===== config.mk =====
export PLATFORM = sky130hd
export DESIGN_NAME = clock_mode_source_select
export DESIGN_NICKNAME = d
export VERILOG_FILES = /design/src/verilog/cms_pkg.sv /design/src/verilog/cms_half_if.sv /design/src/verilog/cms_half_divider.sv /design/src/verilog/clock_mode_source_select.sv
export VERILOG_INCLUDE_DIRS = /design/src /design/src/verilog
export SDC_FILE = /design/constraint.sdc
export NUM_CORES = 1
export LEC_CHECK = 0
export BUFFER_PORTS_ARGS = -buffer_cell sky130_fd_sc_hd__buf_2
export CAP_MARGIN = 20
export CORE_ASPECT_RATIO = 2
export CORE_UTILIZATION = 40
export CTS_CLUSTER_DIAMETER = 150
export DETAILED_ROUTE_END_ITERATION = 7
export HOLD_SLACK_MARGIN = 0.03
export PLACE_DENSITY = 0.69
export SETUP_SLACK_MARGIN = 0.4
export SLEW_MARGIN = 20
export SYNTH_ARGS = -nofsm -noshare
export SYNTH_HDL_FRONTEND = slang
export SYNTH_SLANG_ARGS = --single-unit

===== constraint.sdc =====
create_clock -name clk_sys -period 3.71 [get_ports clk_sys]
set_input_delay 0.742 -clock clk_sys [delete_from_list [all_inputs] [get_ports clk_sys]]
set_output_delay 0.742 -clock clk_sys [all_outputs]
set_load 0.03 [all_outputs]

===== src/verilog/cms_regs.svh =====
`ifndef CMS_REGS_SVH
`define CMS_REGS_SVH

// -----------------------------------------------------------------------------
// Strap codes for the eight clock operating modes
// -----------------------------------------------------------------------------
`define CMS_MODE_EXT_SHAPED   3'h0
`define CMS_MODE_XTAL_X4      3'h1
`define CMS_MODE_BUS_INPUT    3'h2
`define CMS_MODE_XTAL_X1      3'h3
`define CMS_MODE_EXT_LOWPWR   3'h4
`define CMS_MODE_EXT_HALF     3'h5
`define CMS_MODE_RTC_HIGH     3'h6
`define CMS_MODE_RTC_LOW      3'h7
`define CMS_MODE_W            3

// -----------------------------------------------------------------------------
// Multiplier and divider selection codes (x1, x2, x4 and 1, 1/2, 1/4)
// -----------------------------------------------------------------------------
`define CMS_CODE_X1           2'h0
`define CMS_CODE_X2           2'h1
`define CMS_CODE_X4           2'h2
`define CMS_FACTOR_1          3'h1
`define CMS_FACTOR_2          3'h2
`define CMS_FACTOR_4          3'h4

// -----------------------------------------------------------------------------
// Low-frequency loop input and target frequencies in Hz
// -----------------------------------------------------------------------------
`define CMS_RTC_XTAL_HZ       24'h008000
`define CMS_RTC_HIGH_HZ       24'he10000
`define CMS_RTC_LOW_HZ        24'ha90010
`define CMS_HZ_NONE           24'h000000

// -----------------------------------------------------------------------------
// Synchroniser
// -----------------------------------------------------------------------------
`define CMS_SYNC_STAGES       2
`define CMS_SYNC_W            7

`endif


===== src/verilog/cms_pkg.sv =====
`default_nettype none

package cms_pkg;

    // Clock source picked by the mode straps.
    typedef enum logic [2:0] {
        CMS_SRC_OFF,
        CMS_SRC_EXT,
        CMS_SRC_XTAL,
        CMS_SRC_BUS,
        CMS_SRC_RTC
    } cms_src_type;

    // Start-up sequencer states.
    typedef enum logic [1:0] {
        CMS_ST_FILL0,
        CMS_ST_FILL1,
        CMS_ST_FILL2,
        CMS_ST_RUN
    } cms_state_type;

endpackage

`default_nettype wire


===== src/verilog/cms_half_if.sv =====
`timescale 1ns/1ps
`default_nettype none

// Carrier between the mode decoder and the half-rate divider.
interface cms_half_if;
    logic enable;
    logic extLevel;
    logic halfLevel;

    modport ctrl (output enable, output extLevel, input halfLevel);
    modport div  (input enable, input extLevel, output halfLevel);
endinterface

`default_nettype wire


===== src/verilog/cms_half_divider.sv =====
`timescale 1ns/1ps
`default_nettype none

module cms_half_divider (
    input  wire logic clk_sys,
    input  wire logic arst_n,
    cms_half_if.div   half
);

    logic extPrev_r;
    logic half_r;

    // -------------------------------------------------------------------------
    // Edge tracking of the already synchronised external level
    // -------------------------------------------------------------------------
    // Edge history of the external level.
    always_ff @(posedge clk_sys or negedge arst_n) begin
        if (!arst_n) begin
            extPrev_r <= 1'b0;
        end else begin
            extPrev_r <= half.extLevel;
        end
    end

    // Toggling once per rising edge gives half the rate and an even duty cycle.
    always_ff @(posedge clk_sys or negedge arst_n) begin
        if (!arst_n) begin
            half_r <= 1'b0;
        end else if (!half.enable) begin
            half_r <= 1'b0;
        end else if (half.extLevel && !extPrev_r) begin
            half_r <= ~half_r;
        end
    end

    assign half.halfLevel = half_r;
endmodule // cms_half_divider

`default_nettype wire


===== src/verilog/clock_mode_source_select.sv =====
`timescale 1ns/1ps
`default_nettype none
`include "cms_regs.svh"

module clock_mode_source_select
    import cms_pkg::*;
(
    input  wire logic       clk_sys,
    input  wire logic       arst_n,
    input  wire logic [2:0] clockModeStraps,
    input  wire logic       extClockInPin,
    input  wire logic       crystalClkIn,
    input  wire logic       rtcLoopClkIn,
    input  wire logic       busClockPinIn,
    output logic            busClockPinOut,
    output logic            busClockPinOe,
    input  wire logic       mainLoopOnReq,
    input  wire logic [1:0] mainLoopMultSel,
    input  wire logic [1:0] coreDivSel,
    output logic            modeValid,
    output logic [2:0]      clockMode,
    output logic [2:0]      srcSel,
    output logic            crystalOscEn,
    output logic            shapingLoopEn,
    output logic [2:0]      shapingLoopMult,
    output logic            rtcLoopEn,
    output logic [23:0]     rtcLoopTargetHz,
    output logic            halfDivEn,
    output logic            mainLoopEn,
    output logic [2:0]      mainLoopMult,
    output logic [1:0]      coreDivRatio,
    output logic            coreDivSrcLoop,
    output logic            periphDivSrcLoop,
    output logic            srcClkLevel
);

    // -------------------------------------------------------------------------
    // Decode helpers
    // -------------------------------------------------------------------------
    // Source clock for a given mode; used by the decoder and the checks.
    function automatic cms_src_type srcOf(input logic [2:0] mode);
        cms_src_type s;
        s = CMS_SRC_EXT;
        if (mode == `CMS_MODE_XTAL_X4 || mode == `CMS_MODE_XTAL_X1) begin
            s = CMS_SRC_XTAL;
        end else if (mode == `CMS_MODE_BUS_INPUT) begin
            s = CMS_SRC_BUS;
        end else if (mode == `CMS_MODE_RTC_HIGH || mode == `CMS_MODE_RTC_LOW) begin
            s = CMS_SRC_RTC;
        end
        return s;
    endfunction

    // Modes 0 to 2 keep the main loop on for good; the rest let software choose.
    function automatic logic loopFixedOn(input logic [2:0] mode);
        return (mode <= `CMS_MODE_BUS_INPUT);
    endfunction

    // Code to multiplication factor; an unused code falls back to x1.
    function automatic logic [2:0] factorOf(input logic [1:0] code);
        logic [2:0] f;
        f = `CMS_FACTOR_1;
        if (code == `CMS_CODE_X2) begin
            f = `CMS_FACTOR_2;
        end else if (code == `CMS_CODE_X4) begin
            f = `CMS_FACTOR_4;
        end
        return f;
    endfunction

    // -------------------------------------------------------------------------
    // Input synchronisers
    // -------------------------------------------------------------------------
    logic [`CMS_SYNC_W-1:0] pinRaw;
    logic [`CMS_SYNC_W-1:0] syncStage1_r;
    logic [`CMS_SYNC_W-1:0] syncStage2_r;

    assign pinRaw = {clockModeStraps, extClockInPin, crystalClkIn, rtcLoopClkIn, busClockPinIn};

    // Every pin passes two flops; the first stage feeds only the second.
    generate
        for (genvar i = 0; i < `CMS_SYNC_W; i++) begin : gSync
            always_ff @(posedge clk_sys or negedge arst_n) begin
                if (!arst_n) begin
                    syncStage1_r[i] <= 1'b0;
                    syncStage2_r[i] <= 1'b0;
                end else begin
                    syncStage1_r[i] <= pinRaw[i];
                    syncStage2_r[i] <= syncStage1_r[i];
                end
            end
        end
    endgenerate

    logic [2:0] strapSync;
    logic       extSync;
    logic       xtalSync;
    logic       rtcSync;
    logic       busInSync;

    assign strapSync = syncStage2_r[6:4];
    assign extSync   = syncStage2_r[3];
    assign xtalSync  = syncStage2_r[2];
    assign rtcSync   = syncStage2_r[1];
    assign busInSync = syncStage2_r[0];

    // -------------------------------------------------------------------------
    // Start-up sequencer and strap latch
    // -------------------------------------------------------------------------
    cms_state_type state_r;
    cms_state_type state_nxt;
    logic          latchNow;
    logic [2:0]    mode_r;
    logic [2:0]    mode_nxt;

    // The straps are caught only once the synchroniser has filled after reset.
    always_comb begin
        state_nxt = state_r;
        case (state_r)
            CMS_ST_FILL0: state_nxt = CMS_ST_FILL1;
            CMS_ST_FILL1: state_nxt = CMS_ST_FILL2;
            CMS_ST_FILL2: state_nxt = CMS_ST_RUN;
            CMS_ST_RUN:   state_nxt = CMS_ST_RUN;
            default:      state_nxt = CMS_ST_FILL0;
        endcase
    end

    // Two idle edges let the second stage hold the pin level, not its reset zero.
    assign latchNow = (state_r == CMS_ST_FILL2);
    assign mode_nxt = latchNow ? strapSync : mode_r;

    always_ff @(posedge clk_sys or negedge arst_n) begin
        if (!arst_n) begin
            state_r <= CMS_ST_FILL0;
        end else begin
            state_r <= state_nxt;
        end
    end

    // Strap changes after the latch are ignored until the next reset.
    always_ff @(posedge clk_sys or negedge arst_n) begin
        if (!arst_n) begin
            mode_r <= `CMS_MODE_EXT_SHAPED;
        end else begin
            mode_r <= mode_nxt;
        end
    end

    // -------------------------------------------------------------------------
    // Mode decode into clock tree controls
    // -------------------------------------------------------------------------
    logic        runNxt;
    cms_src_type src_nxt;
    logic        xtalEn_nxt;
    logic        shapeEn_nxt;
    logic [2:0]  shapeMult_nxt;
    logic        rtcEn_nxt;
    logic [23:0] rtcHz_nxt;
    logic        halfEn_nxt;
    logic        busOe_nxt;
    logic        loopOn_nxt;
    logic [1:0]  coreDiv_nxt;

    assign runNxt = (state_nxt == CMS_ST_RUN);

    // Nothing is switched on before the mode is known.
    always_comb begin
        src_nxt       = CMS_SRC_OFF;
        xtalEn_nxt    = 1'b0;
        shapeEn_nxt   = 1'b0;
        shapeMult_nxt = `CMS_FACTOR_1;
        rtcEn_nxt     = 1'b0;
        rtcHz_nxt     = `CMS_HZ_NONE;
        halfEn_nxt    = 1'b0;
        busOe_nxt     = 1'b0;
        if (runNxt) begin
            src_nxt    = srcOf(mode_nxt);
            xtalEn_nxt = (src_nxt == CMS_SRC_XTAL);
            busOe_nxt  = (mode_nxt != `CMS_MODE_BUS_INPUT);
            if (mode_nxt == `CMS_MODE_XTAL_X4) begin
                shapeEn_nxt   = 1'b1;
                shapeMult_nxt = `CMS_FACTOR_4;
            end else if (mode_nxt == `CMS_MODE_EXT_SHAPED || mode_nxt == `CMS_MODE_XTAL_X1 ||
                         mode_nxt == `CMS_MODE_EXT_LOWPWR) begin
                shapeEn_nxt = 1'b1;
            end else if (mode_nxt == `CMS_MODE_EXT_HALF) begin
                halfEn_nxt = 1'b1;
            end else if (mode_nxt == `CMS_MODE_RTC_HIGH) begin
                rtcEn_nxt = 1'b1;
                rtcHz_nxt = `CMS_RTC_HIGH_HZ;
            end else if (mode_nxt == `CMS_MODE_RTC_LOW) begin
                rtcEn_nxt = 1'b1;
                rtcHz_nxt = `CMS_RTC_LOW_HZ;
            end
        end
    end

    // Main loop: fixed on in modes 0-2, off after latch otherwise, then software's.
    always_comb begin
        loopOn_nxt = 1'b0;
        if (latchNow) begin
            loopOn_nxt = loopFixedOn(mode_nxt);
        end else if (state_r == CMS_ST_RUN) begin
            loopOn_nxt = loopFixedOn(mode_r) || mainLoopOnReq;
        end
    end

    // The core divider may never divide more than the loop multiplies.
    always_comb begin
        coreDiv_nxt = coreDivSel;
        if (coreDivSel > `CMS_CODE_X4) begin
            coreDiv_nxt = `CMS_CODE_X1;
        end
        if (!loopOn_nxt) begin
            coreDiv_nxt = `CMS_CODE_X1;
        end else if (mainLoopMultSel > `CMS_CODE_X4) begin
            coreDiv_nxt = `CMS_CODE_X1;
        end else if (coreDiv_nxt > mainLoopMultSel) begin
            coreDiv_nxt = mainLoopMultSel;
        end
    end

    // -------------------------------------------------------------------------
    // Registered control outputs
    // -------------------------------------------------------------------------
    always_ff @(posedge clk_sys or negedge arst_n) begin
        if (!arst_n) begin
            modeValid       <= 1'b0;
            clockMode       <= `CMS_MODE_EXT_SHAPED;
            srcSel          <= CMS_SRC_OFF;
            crystalOscEn    <= 1'b0;
            shapingLoopEn   <= 1'b0;
            shapingLoopMult <= `CMS_FACTOR_1;
            rtcLoopEn       <= 1'b0;
            rtcLoopTargetHz <= `CMS_HZ_NONE;
            halfDivEn       <= 1'b0;
            busClockPinOe   <= 1'b0;
        end else begin
            modeValid       <= runNxt;
            clockMode       <= mode_nxt;
            srcSel          <= src_nxt;
            crystalOscEn    <= xtalEn_nxt;
            shapingLoopEn   <= shapeEn_nxt;
            shapingLoopMult <= shapeMult_nxt;
            rtcLoopEn       <= rtcEn_nxt;
            rtcLoopTargetHz <= rtcHz_nxt;
            halfDivEn       <= halfEn_nxt;
            busClockPinOe   <= busOe_nxt;
        end
    end

    // Loop and divider steering follows the loop state in the same cycle.
    always_ff @(posedge clk_sys or negedge arst_n) begin
        if (!arst_n) begin
            mainLoopEn       <= 1'b0;
            mainLoopMult     <= `CMS_FACTOR_1;
            coreDivRatio     <= `CMS_CODE_X1;
            coreDivSrcLoop   <= 1'b0;
            periphDivSrcLoop <= 1'b0;
        end else begin
            mainLoopEn       <= loopOn_nxt;
            mainLoopMult     <= loopOn_nxt ? factorOf(mainLoopMultSel) : `CMS_FACTOR_1;
            coreDivRatio     <= coreDiv_nxt;
            coreDivSrcLoop   <= loopOn_nxt;
            periphDivSrcLoop <= loopOn_nxt && loopFixedOn(mode_nxt);
        end
    end

    // -------------------------------------------------------------------------
    // Source clock path and bus clock pin
    // -------------------------------------------------------------------------
    cms_half_if halfBus ();

    assign halfBus.enable   = halfDivEn;
    assign halfBus.extLevel = extSync;

    cms_half_divider uHalfDiv (
        .clk_sys (clk_sys),
        .arst_n  (arst_n),
        .half    (halfBus.div)
    );

    // Sampled source level; the real tree is analogue, this tracks its phase.
    always_ff @(posedge clk_sys or negedge arst_n) begin
        if (!arst_n) begin
            srcClkLevel <= 1'b0;
        end else if (halfDivEn) begin
            srcClkLevel <= halfBus.halfLevel;
        end else if (srcSel == CMS_SRC_XTAL) begin
            srcClkLevel <= xtalSync;
        end else if (srcSel == CMS_SRC_RTC) begin
            srcClkLevel <= rtcSync;
        end else if (srcSel == CMS_SRC_BUS) begin
            srcClkLevel <= busInSync;
        end else if (srcSel == CMS_SRC_EXT) begin
            srcClkLevel <= extSync;
        end else begin
            srcClkLevel <= 1'b0;
        end
    end

    // Driving the level only while enabled keeps the pin quiet in mode 2.
    always_ff @(posedge clk_sys or negedge arst_n) begin
        if (!arst_n) begin
            busClockPinOut <= 1'b0;
        end else begin
            busClockPinOut <= busClockPinOe ? srcClkLevel : 1'b0;
        end
    end
endmodule // clock_mode_source_select

`default_nettype wire


# Word level (Yosys, flattened, before mapping)
# Cells that the tools add are included.
totals:
  output_inout_bits: 49
  romBits: 0
  input_bits: 14
  mem_count: 0
  ram_bits: 0
  ff_bits: 66
  latch_bits: 0
op_classes:
  bitwise: 1
  add_sub_neg: 0
  n_mux: 47
  eq_ne: 20
  div_mod_pow: 0
  magnitude_cmp: 5
  shift: 0
  n_reduce_logical: 11
  multipliers: 0
op_table:
  columns: ["operator", "count"]
  rows:
  - ["$mux 24", 6]
  - ["$mux 3", 11]
  - ["$mux 1", 25]
  - ["$eq 3x2->1 const B", 5]
  - ["$eq 3x3->1 const B", 5]
  - ["$eq 2x2->1 const B", 4]
  - ["$mux 2", 4]
  - ["$eq 3x1->1 const B", 2]
  - ["$le 3x2->1 const B", 2]
  - ["$pmux 2 s3", 1]
  - ["$logic_or 1x1->1", 5]
  - ["$eq 2x1->1 const B", 2]
  - ["$gt 2x2->1 const B", 2]
  - ["$logic_not 3->1", 1]
  - ["$ne 3x2->1 const B", 1]
  - ["$gt 2x2->1", 1]
  - ["$logic_and 1x1->1", 2]
  - ["$logic_not 2->1", 1]
  - ["$ne 2x1->1 const B", 1]
  - ["$reduce_or 2->1", 1]
  - ["$logic_not 1->1", 1]
  - ["$not 1->1", 1]

# Longest topological paths before layout
# Gate-level depths: netlist (run 1).
logic_depth:
  word_depth: 10
  ltp_mapped: 6
  depth_no_buf: 6

# Hierarchy
# From an unflattened synthesis (run 1), not the netlist that was laid out.
unflattened:
  hier_cells: 145
  hier_area_um2: 1814.2
by_module_without_submodules:
  columns: ["module", "seq_area_each_um2", "n_inst", "area_per_inst_um2", "cells_each"]
  rows:
  - ["clock_mode_source_select", 1028.5, 1, 1737.9, 139]
  - ["cms_half_divider", 50.0, 1, 76.3, 6]

# Least setup slack after synthesis (run 1)
# OpenSTA, ideal clock, no wires.
synth_timing:
  path_type: "input port to flip-flop"
  startpoint: "input port coreDivSel[1]"
  endpoint: "register coreDivRatio[0]"
  n_path_buf: 0
  path_slack_ns: 1.873
  setup_time_ns: 0.067
  required_ns: 3.643
  path_stages: 6
  t_arrival_ns: 1.771
  path_cell_list: "nor2b_1 > ha_1 > nor2b_1 > o21ai_0 > mux2i_1 > and3b_1"
synth_via:
  elab_chain_cells: 6
synth_lines:
  columns: ["element", "line_no", "source"]
  rows:
  - ["start, declared", "clock_mode_source_select.sv:19", "input wire logic [1:0] coreDivSel,"]
  - ["$gt 2x2->1 (no line)", null, null]
  - ["$mux 2 (*)", "clock_mode_source_select.sv:211", "if (coreDivSel > `CMS_CODE_X4) begin"]
  - ["$gt 2x2->1", "clock_mode_source_select.sv:218", "end else if (coreDiv_nxt > mainLoopMultSel) begin"]
  - ["$mux 2 (*)", "clock_mode_source_select.sv:218", null]
  - ["$mux 2 (*)", "clock_mode_source_select.sv:216", "end else if (mainLoopMultSel > `CMS_CODE_X4) begin"]
  - ["$mux 2 (*)", "clock_mode_source_select.sv:214", "if (!loopOn_nxt) begin"]
  - ["net coreDiv_nxt[0]", "clock_mode_source_select.sv:162", "logic [1:0] coreDiv_nxt;"]
  - ["end signal, assigned", "clock_mode_source_select.sv:257", "coreDivRatio <= `CMS_CODE_X1;"]
  - ["end signal, assigned", "clock_mode_source_select.sv:263", "coreDivRatio <= coreDiv_nxt;"]
  - ["end, declared", "clock_mode_source_select.sv:31", "output logic [1:0] coreDivRatio,"]
# Mark *: on every way through the listed nets, which the timed path passes. The rest lies on a longest branch.
# A chain may end at the register's enable or synchronous reset.

# Final worst setup path (run 1)
layout_timing:
  startpoint: "register state_r[1]"
  endpoint: "register busClockPinOe"
layout_lines:
  columns: ["element", "line_no", "source"]
  rows:
  - ["start, declared", "clock_mode_source_select.sv:110", "cms_state_type state_r;"]
  - ["start signal, assigned", "clock_mode_source_select.sv:136", "state_r <= state_nxt;"]
  - ["$eq 2x2->1", "clock_mode_source_select.sv:129", "assign latchNow = (state_r == CMS_ST_FILL2);"]
  - ["$mux 3", "clock_mode_source_select.sv:130", "assign mode_nxt = latchNow ? strapSync : mode_r;"]
  - ["net mode_nxt[0]", "clock_mode_source_select.sv:114", "logic [2:0] mode_nxt;"]
  - ["$ne 3x2->1 (no line)", null, null]
  - ["$mux 1", "clock_mode_source_select.sv:176", "if (runNxt) begin"]
  - ["net busOe_nxt", "clock_mode_source_select.sv:160", "logic busOe_nxt;"]
  - ["end signal, assigned", "clock_mode_source_select.sv:248", "busClockPinOe <= busOe_nxt;"]
  - ["end, declared", "clock_mode_source_select.sv:16", "output logic busClockPinOe,"]
# The timed path passes the listed nets, and every way through them passes these cells.

==> results of run 1 <==
[state kept, by name, indices dropped and copies added (netlist names), 2 cells and up]
signal	flops
strapSync	3
clockMode	3
mainLoopMult	3
syncStage1_r	7
rtcLoopTargetHz	3
srcSel	3
state_r	2
coreDivRatio	2
shapingLoopMult	2
[per-stage QoR]
stage	std cells	util, %	area [um^2]	hold slack, ns
after CTS	234	48.3	2010	0.354
after detailed placement	226	46.1	1920	0.335
after floorplan	158	-	1840	0.331
final	234	48.3	2010	0.351
after global routing	234	48.3	2010	0.362
after global placement	226	46.1	1920	0.333
[cells by family after synthesis]
| group | count (synthesis) | synth area share (%) |
|---|---|---|
| mux | 7 | 5.65 |
| simple gates | 37 | 11.7 |
| other cells | 1 | 0.212 |
| xor+xnor | 1 | 0.494 |
| fa+ha+maj | 6 | 4.23 |
| flops | 43 | 60.8 |
| compound gates | 12 | 4.38 |
| buf+inv | 33 | 12.5 |
[worst max-delay path: stages (launching register included)]
cell     delay, ns
dfrtp_1       0.55
nor2b_1       0.61
mux2i_4       0.40
inv_2         0.09
o31a_1        0.28
[metal layers]
metal  global-route usage (%)  vias up  share of wire [%]
met5                        0        -                  0
met4                     5.88        0                2.1
met3                     3.63        6                5.0
met2                     21.7       38                 57
met1                     11.0      504                 35
li1                         -      486                  -
[power groups by stage]
stage	sequential, mW	clock (mW)	combinational [mW]
after global routing	0.509	0.324	0.146
after detailed placement	0.516	0	0.136
after CTS	0.507	0.301	0.136
final	0.506	0.286	0.135
after floorplan	0.547	0	0.0810
after global placement	0.515	0	0.135
[cells in the final DEF (no fill, tap or decap), drive strengths merged]
| cell | instances |
|---|---|
| o211ai | 1 |
| nand3b | 2 |
| nand2b | 2 |
| a21o | 1 |
| nand4 | 1 |
| mux2i | 6 |
| or2 | 1 |
| a211oi | 1 |
| conb | 19 |
| o31a | 1 |
| ha | 6 |
| inv | 6 |
| nor2b | 5 |
| xnor2 | 1 |
| clkinv | 1 |
| dfrtp | 41 |
| clkbuf | 7 |
| o21a | 1 |
| dfstp | 2 |
| and3 | 1 |
| o21ai | 3 |
| nor3 | 1 |
| nand2 | 7 |
| nand3 | 1 |
| buf | 43 |
| a21oi | 4 |
| mux2 | 1 |
| or2b | 1 |
| and2 | 8 |
| nor2 | 5 |
| and3b | 2 |
[worst max-delay path by stage]
stage          slack [ns]              end  cells after the start
2_1_floorplan        1.87  coreDivRatio[0]                      6
3_3_place_gp         1.74  coreDivRatio[0]                      7
3_5_place_dp         1.67    busClockPinOe                      4
4_1_cts              1.65    busClockPinOe                      4
5_1_grt              1.55    busClockPinOe                      4
6_report             1.66    busClockPinOe                      4
[final cells by class]
cell class                 count  area, um^2
timing repair buffer          43         215
inverter                       6        22.5
fill                         425        2160
tap                           52        65.1
clock buffer                   7        86.3
sequential                    43        1080
multi-input combinational     82         541
clock inverter                 1        5.00
==> parameters.txt, run 1 <==
Parameter                              Value

Placed design
  Placer congestion estimate ... 0.762
  Port Buffers ... 43
  Worst-case setup slack after placement ... 1.67 ns
  Post-DP HPWL ... 1.94 mm

Power and ir drop
  P per Cell Area ... 461 mW/mm^2
  Switching Power ... 248 uW
  Combinational group share of total power ... 14.5%
  Cell-internal power ... 680 uW
  Power share of the sequential group ... 54.6%
  Static leakage ... 1.05 nW
  Clock share of power ... 30.9%
  Switching share of power ... 26.7%
  Post-layout power ... 927 uW
  Largest voltage drop on the vdd net ... 0.355 mV

Min path
  HP Start ... syncStage1_r[2]
  Endpoint with the worst hold slack ... xtalSync
  Type of the worst min-delay path ... reg2reg
  Depth of the worst hold-timing path ... 0

STA
  Least-Margin Pin Slew ... 0.904 ns
  Count of pins over their slew limit ... 0
  Setup-failing EPs final ... 0
  Final Cycle Share ... 55.2%
  Final critical path time including I/O delays and setup ... 2.05 ns
  Upper clock frequency limit ... 488 MHz
  Setup repair after global routing missed its margin ... no
  Worst clock skew ... 0.00652 ns
  Setup WS post-layout ... 1.66 ns
  Relative slew margins ... 39.7%
  Count of endpoints failing hold in the final timing report ... 0
  Setup TNS ... 0 ns

Global route
  Residual overflow from global routing ... 0
  Number of antenna violations at the first check in global routing ... 0
  First-pass GRT wire length ... 4.05 mm
  Largest net degree at the start of global routing ... 44
  Via count of the first global-routing pass ... 933
  GRT Overall Usage ... 11.6%

Detailed routing
  DR DRC count ... 0
  Detail Route Antenna Nets ... 0
  Wirelength per Cell ... 10.8 um
  Via count ... 1034
  Detailed-router iteration count before antenna repair ... 4
  DRC violation total after the first TritonRoute iteration ... 10
  Detailed-route wire length ... 2.53 mm
  Mean number of vias per cell ... 4.42

Synth
  Sequential-to-total area share from yosys stat ... 60.8%
  FF+latch count, synth ... 43
  Cell taking the most area after synthesis ... dfrtp_1
  Number of enable-type register cells in the synthesized netlist ... 0
  Post-synthesis cell count ... 140
  Area share of the largest cell type after synthesis ... 57.9%
  Count of yosys warnings during synthesis ... 0
  Post-synthesis cell area ... 0.00177 mm^2
  Synthesized area per cell ... 12.7 um^2
  Top_reg_cell synth ... dfrtp_1
  Async set-or-reset flop fraction in the synthesized netlist ... 100%
  Cell with the most instances after synthesis ... dfrtp_1
  Leading post-synthesis cells by cell area ... dfrtp_1 (58%), buf_4 (10%), ha_1 (4.2%)
  Netlist cell types ... 34
  Top cells by instance count after synthesis ... dfrtp_1 (41), buf_4 (24), and2_1 (8)

Worst setup path
  Source of the critical timing path ... state_r[1]
  Critical path endpoint category ... flip-flop
  Worst Path Required ... 3.87 ns
  Reg2Reg Setup Slack ... 1.66 ns
  Arrival @ worst endpoint ... 2.21 ns
  Launch point of the worst reg-to-reg path ... state_r[1]
  Worst Setup Path Type ... reg2reg
  Endpoint of the worst-slack reg-to-reg timing path ... busClockPinOe
  Element type at the critical path start ... flip-flop
  Number of cells on the worst reg-to-reg path ... 4
  CP Max Fanout ... 14

Clock tree
  CTS tree ... yes
  Number of buffers inserted during clock tree synthesis ... 5
  H-tree depth reported by CTS ... 2
  Num Clock Sinks ... 43
  Post-cts sizing count ... 0
  Root buffer cell ... clkbuf_8
  Worst-Skew Late Latency ... 0.28 ns
  Hold_buf cts ... 0
  Number of buffers added for setup after CTS ... 0
  Clock transition at the registers of the reported paths ... 0.07 ns
  Clock buffer depth ... 2

Finish
  Ratio of cells with drive above 1 in the final layout ... 31.9%
  Diodes inserted ... 0
  Post-synthesis to final-layout area growth ... 13.5%
  Number of nets in the finished design ... 201

Run status
  Run status ... complete, no violations

Die
  Effective utilization at floorplan ... 42.5%
  Width of the die ... 49.1 um
  Die extent in y ... 96.2 um
  Floorplan die area ... 0.00472 mm^2
  Core box area ... 0.00417 mm^2
  Number of core rows ... 33
  Num ports ... 63

Run
  Reported max-cap violation count ... 0
Note: power is estimated with default switching activity, not from simulation.
==> inputs of run 2 (changes only) <==
==> constraint.sdc (replaced) <==
create_clock -name clk_sys -period 1.9 [get_ports clk_sys]
set_input_delay 0.38 -clock clk_sys [delete_from_list [all_inputs] [get_ports clk_sys]]
set_output_delay 0.38 -clock clk_sys [all_outputs]
set_load 0.03 [all_outputs]
==> run 2 against run 1 <==
Against the previous run: die area stayed put; critical endpoint unchanged; hold slack got worse by 0.20 ns; final area increased by 2.0%; routed wire length grew 3.9%.
==> parameters.txt, run 2 (same netlist as run 1, synthesis figures left out) <==
Parameter                              Value

Run status
  Run status ... complete, no violations

Clock tree
  Clock transition at the registers of the reported paths ... 0.07 ns
  CTS tree ... yes
  Worst-Skew Late Latency ... 0.28 ns
  H-tree depth reported by CTS ... 2
  Clock buffer depth ... 2
  Num Clock Sinks ... 43
  Number of buffers inserted during clock tree synthesis ... 5
  Root buffer cell ... clkbuf_8
  Hold_buf cts ... 0

STA
  Final critical path time including I/O delays and setup ... 1.48 ns
  Final Cycle Share ... 77.7%
  Least-Margin Pin Slew ... 0.508 ns
  Upper clock frequency limit ... 678 MHz
  Setup TNS ... 0 ns
  Worst clock skew ... 0.00370 ns
  Count of pins over their slew limit ... 0
  Setup-failing EPs final ... 0
  Setup repair after global routing missed its margin ... yes
  Count of endpoints failing hold in the final timing report ... 0
  Relative slew margins ... 66.1%

Detailed routing
  DRC violation total after the first TritonRoute iteration ... 2
  DR DRC count ... 0
  Wirelength per Cell ... 11.0 um
  Mean number of vias per cell ... 4.28
  Detail Route Antenna Nets ... 0
  Detailed-router iteration count before antenna repair ... 4
  Via count ... 1026
  Detailed-route wire length ... 2.63 mm

Finish
  Most frequent cells in the layout ... buf_2 (43), dfrtp_1 (40), conb_1 (19), and2_1 (8), nand2_1 (7)
  Ratio of cells with drive above 1 in the final layout ... 34.0%
  Layout filler cell count ... 396
  Top register by number of flip-flops ... syncStage1_r
  Number of nets in the finished design ... 207
  Number of flip-flops under the largest register name ... 7
  Most common library cell in the layout ignoring fill and taps ... buf_2
  FF/Latch Area ... 0.00108 mm^2
  Number of standard cells in the layout, taps in and fillers out ... 240
  Total area of multi-input combinational cells ... 541 um^2
  Diodes inserted ... 0
  Post-synthesis to final-layout area growth ... 15.8%

Die
  Effective utilization at floorplan ... 42.5%
  Width of the die ... 49.1 um
  Num ports ... 63
  Core box area ... 0.00417 mm^2
  Floorplan die area ... 0.00472 mm^2
  Die extent in y ... 96.2 um
  Number of core rows ... 33

Placed design
  Post-DP HPWL ... 2.00 mm
  Number of instances in the placed design ... 229
  Port Buffers ... 43
  Placer congestion estimate ... 0.726

Worst setup path
  Element type at the critical path start ... flip-flop
  CP Max Fanout ... 6
  Arrival @ worst endpoint ... 1.64 ns
  Reg2Reg Setup Slack ... 0.42 ns
  Source of the critical timing path ... state_r[0]
  Worst Setup Path Type ... reg2reg
  Critical path endpoint category ... flip-flop
  Launch point of the worst reg-to-reg path ... state_r[0]
  Worst Path Required ... 2.07 ns

Global route
  Largest net degree at the start of global routing ... 44
  Number of antenna violations at the first check in global routing ... 0
  Via count of the first global-routing pass ... 1000
  First-pass GRT wire length ... 4.46 mm
  GRT Overall Usage ... 12.8%
  Residual overflow from global routing ... 0

Power and ir drop
  Largest voltage drop on the vdd net ... 0.488 mV
  Power share of the sequential group ... 55.3%
  Combinational group share of total power ... 15.0%
  P per Cell Area ... 870 mW/mm^2
  Switching share of power ... 27.4%
  Switching Power ... 490 uW
  Static leakage ... 1.07 nW
  Clock share of power ... 29.6%
  Cell-internal power ... 1.30 mW

Run
  Reported max-cap violation count ... 0

Min path
  Type of the worst min-delay path ... in2async
-- run 2: changes by cell type in the layout (fill, tap and decap cells not counted) --
cell      change
buf_4         +5
buf_6         +1
clkbuf_1      +1
clkbuf_8      -1
dfrtp_1       -1
dfrtp_2       +1
-- run 2: area by class of cell --
class                      count  area share, %
clock buffer                   7           3.72
sequential                    43           52.6
timing repair buffer          49           12.9
clock inverter                 1          0.244
inverter                       6           1.10
multi-input combinational     82           26.3
tap                           52           3.17
-- run 2: through the flow --
stage,instance area (um^2),setup WS [ns],power (mW),util (%),hold WS [ns]
final,2050,0.425,1.79,49.2,0.151
after global routing,2050,0.352,1.89,49.2,0.175
after CTS,2030,0.425,1.82,48.8,0.162
after detailed placement,1940,0.227,1.27,46.6,0.337
after global placement,1940,0.295,1.27,46.6,0.333
after floorplan,1840,0.425,1.23,-,0.0844
-- run 2: power by group through the flow --
stage          clock network (mW)  logic, mW  registers, mW
2_1_floorplan                   0      0.158           1.07
3_3_place_gp                    0      0.265           1.01
3_5_place_dp                    0      0.268           1.01
4_1_cts                     0.561      0.270          0.989
5_1_grt                     0.604      0.292          0.994
6_report                    0.529      0.269          0.989
-- run 2: final timing paths --
| check | cells after the start | endpoint |
|---|---|---|
| setup / recovery | 4 | busClockPinOe |
| hold / removal | 2 | state_r[1] |
| setup reg to reg | 4 | busClockPinOe |
| hold reg to reg | 0 | rtcSync |
| max in group asynchronous | 2 | mainLoopMult[0] |
| min in group clk_sys | 1 | syncStage1_r[5] |
-- run 2: critical path: stages, from the launching register on --
cell	delay [ns]
dfrtp_2	0.43
nor2b_1	0.11
buf_4	0.18
mux2_4	0.35
o31a_1	0.29
-- run 2: per-layer routing --
layer / wire length [um] / vias up / track usage (%)
met2: 1560 / 40 / 24.7
met1: 885 / 483 / 11.9
met5: 0 / - / 0
met3: 150 / 5 / 3.95
met4: 38 / 0 / 5.88
li1: - / 498 / -
-- run 2: timing repair --
item	CTS	global route
buffers inserted	1	2
resized for setup	1	1
endpoints found under the setup margin	1	8
pin swaps	0	1
==> inputs of run 3 (changes only) <==
--- a/config.mk
+++ b/config.mk
@@ -13,7 +13,7 @@
 export CTS_CLUSTER_DIAMETER = 150
 export DETAILED_ROUTE_END_ITERATION = 7
 export HOLD_SLACK_MARGIN = 0.03
-export PLACE_DENSITY = 0.69
+export PLACE_DENSITY = 0.72
 export SETUP_SLACK_MARGIN = 0.4
 export SLEW_MARGIN = 20
 export SYNTH_ARGS = -nofsm -noshare
==> constraint.sdc (replaced) <==
create_clock -name clk_sys -period 1.3 [get_ports clk_sys]
set_input_delay 0.26 -clock clk_sys [delete_from_list [all_inputs] [get_ports clk_sys]]
set_output_delay 0.26 -clock clk_sys [all_outputs]
set_load 0.03 [all_outputs]
==> run 3 against run 2 <==
Against the previous run: the run now ends with negative setup slack left; worst setup slack worse by 0.56 ns; total power is 69% higher; clock skew is 0.0046 ns higher; clock power is 93% higher; hold slack worse by 0.088 ns; combinational power is 100% higher; via count is 12% higher; largest power group unchanged; routed wire length is 27% higher; count of clock-buffer cells in the layout is 2 lower; die area stayed put; sequential cell count stayed put.
==> parameters.txt, run 3 (same netlist as run 1, synthesis figures left out) <==
Parameter                              Value

Clock tree
  H-tree depth reported by CTS ... 2
  Num Clock Sinks ... 43
  Clock buffer depth ... 2
  Worst-Skew Late Latency ... 0.30 ns
  Clock transition at the registers of the reported paths ... 0.08 ns
  Root buffer cell ... clkbuf_8
  CTS tree ... yes
  Number of buffers inserted during clock tree synthesis ... 5

Worst setup path
  Worst Path Required ... 1.49 ns
  Crit path cell chain ... nor2b_1, buf_4, mux2i_4, buf_4, nor2_2, o21a_1
  Highest-delay cell along the critical path ... dfrtp_1
  Element type at the critical path start ... flip-flop
  Arrival @ worst endpoint ... 1.63 ns
  CP Max Fanout ... 5
  Worst Setup Path Type ... reg2reg
  Most used cell along the critical path ... buf_4
  Number of cells on the worst reg-to-reg path ... 6
  Worst path max stage delay ... 0.39 ns
  Critical path endpoint category ... flip-flop

Global route
  Via count of the first global-routing pass ... 1140
  Number of antenna violations at the first check in global routing ... 0
  Largest net degree at the start of global routing ... 44
  GRT Overall Usage ... 14.7%
  First-pass GRT wire length ... 4.97 mm
  Residual overflow from global routing ... 0

STA
  Worst hold slack after final layout ... 0.0631 ns
  Setup WS post-layout ... -0.138 ns
  Setup TNS ... -0.734 ns
  Setup repair after global routing missed its margin ... yes
  Count of pins over their slew limit ... 0
  Count of endpoints failing hold in the final timing report ... 0
  Setup-failing EPs final ... 13
  Upper clock frequency limit ... 695 MHz
  Final critical path time including I/O delays and setup ... 1.44 ns
  Worst clock skew ... 0.00832 ns
  Final Cycle Share ... 111%

Finish
  Number of flip-flops under the largest register name ... 7
  Post-layout instance area ... 0.00253 mm^2
  Most frequent cells in the layout ... buf_6 (39), dfrtp_1 (33), conb_1 (19), buf_4 (14), buf_2 (13)
  Diodes inserted ... 0
  Ratio of cells with drive above 1 in the final layout ... 50.2%
  Post-synthesis to final-layout area growth ... 42.6%
  Top register by number of flip-flops ... syncStage1_r
  Most common library cell in the layout ignoring fill and taps ... buf_6
  Number of nets in the finished design ... 226

Die
  Effective utilization at floorplan ... 42.5%
  Number of core rows ... 33
  Floorplan die area ... 0.00472 mm^2
  Num ports ... 63
  Core box area ... 0.00417 mm^2
  Die extent in y ... 96.2 um
  Width of the die ... 49.1 um

Detailed routing
  Detail Route Antenna Nets ... 0
  Mean number of vias per cell ... 4.42
  Detailed-route wire length ... 3.34 mm
  Detailed-router iteration count before antenna repair ... 4
  DRC violation total after the first TritonRoute iteration ... 25
  Via count ... 1145
  DR DRC count ... 0
  Wirelength per Cell ... 12.9 um

Min path
  Depth of the worst hold-timing path ... 1
  Type of the worst min-delay path ... in2reg

Placed design
  Port Buffers ... 43
  Post-DP Area ... 0.00200 mm^2
  Post-DP HPWL ... 2.13 mm
  Placer congestion estimate ... 0.715
  Worst-case setup slack after placement ... -0.222 ns

Power and ir drop
  Largest voltage drop on the vdd net ... 1.42 mV
  Static leakage ... 1.26 nW
  P per Cell Area ... 1200 mW/mm^2
  Post-layout power ... 3.03 mW

Run
  Reported max-cap violation count ... 0

Run status
  Violations in the final reports ... negative setup slack
  Run status ... finished, violations left
run 3: worst paths after layout:
check | start | to | slack (ns)
min | busClockPinIn | syncStage1_r[0] | 0.06
max reg2reg | state_r[0] | shapingLoopEn | -0.14
min reg2reg | syncStage1_r[0] | busInSync | 0.35
max | state_r[0] | shapingLoopEn | -0.14
min in group asynchronous | arst_n | rtcLoopTargetHz[19] | 0.45
max in group asynchronous | arst_n | mainLoopMult[0] | 0.58
run 3: metal layers:
layer / vias up / part of all wire [%] / track usage, %
li1: 535 / - / -
met1: 561 / 31 / 12.6
met2: 45 / 62 / 29.1
met3: 4 / 5.3 / 5.21
met4: 0 / 1.4 / 6.62
met5: - / 0 / 0
run 3: cell type report:
type | count | area (um^2)
repair buffers | 68 | 639
clock buffers | 5 | 68.8
fillers | 339 | 1640
multi-input cells | 82 | 601
well taps | 52 | 65.1
flip-flops and latches | 43 | 1090
inverters | 6 | 22.5
clock inverters | 3 | 43.8
run 3: what timing repair did:
| item | CTS | global route |
|---|---|---|
| hold buffers | 1 | 0 |
| buffers inserted | 10 | 6 |
| gates resized for setup | 76 | 9 |
| pin swaps | 12 | 4 |
| setup endpoints to repair | 55 | 56 |
| hold endpoints to repair | 41 | 0 |
run 3: stage by stage:
stage | instances | utilization (%)
after global placement | 234 | 48.1
after global routing | 259 | 60.6
after detailed placement | 234 | 48.1
final | 259 | 60.6
after floorplan | 158 | -
after CTS | 253 | 58.6
run 3: worst max-delay path: cells and delay by family (launching register included):
family,cells,cell delay (ns)
DFF,1,0.39
buffers and inverters,2,0.34
muxes,1,0.30
AOI/OAI and AO/OA,1,0.18
and+or+nand+nor,2,0.14
run 3: where the power goes:
group          switching, mW  total (mW)  internal [mW]
registers             0.0491        1.46           1.41
logic                  0.316       0.547          0.230
clock network          0.448        1.02          0.571
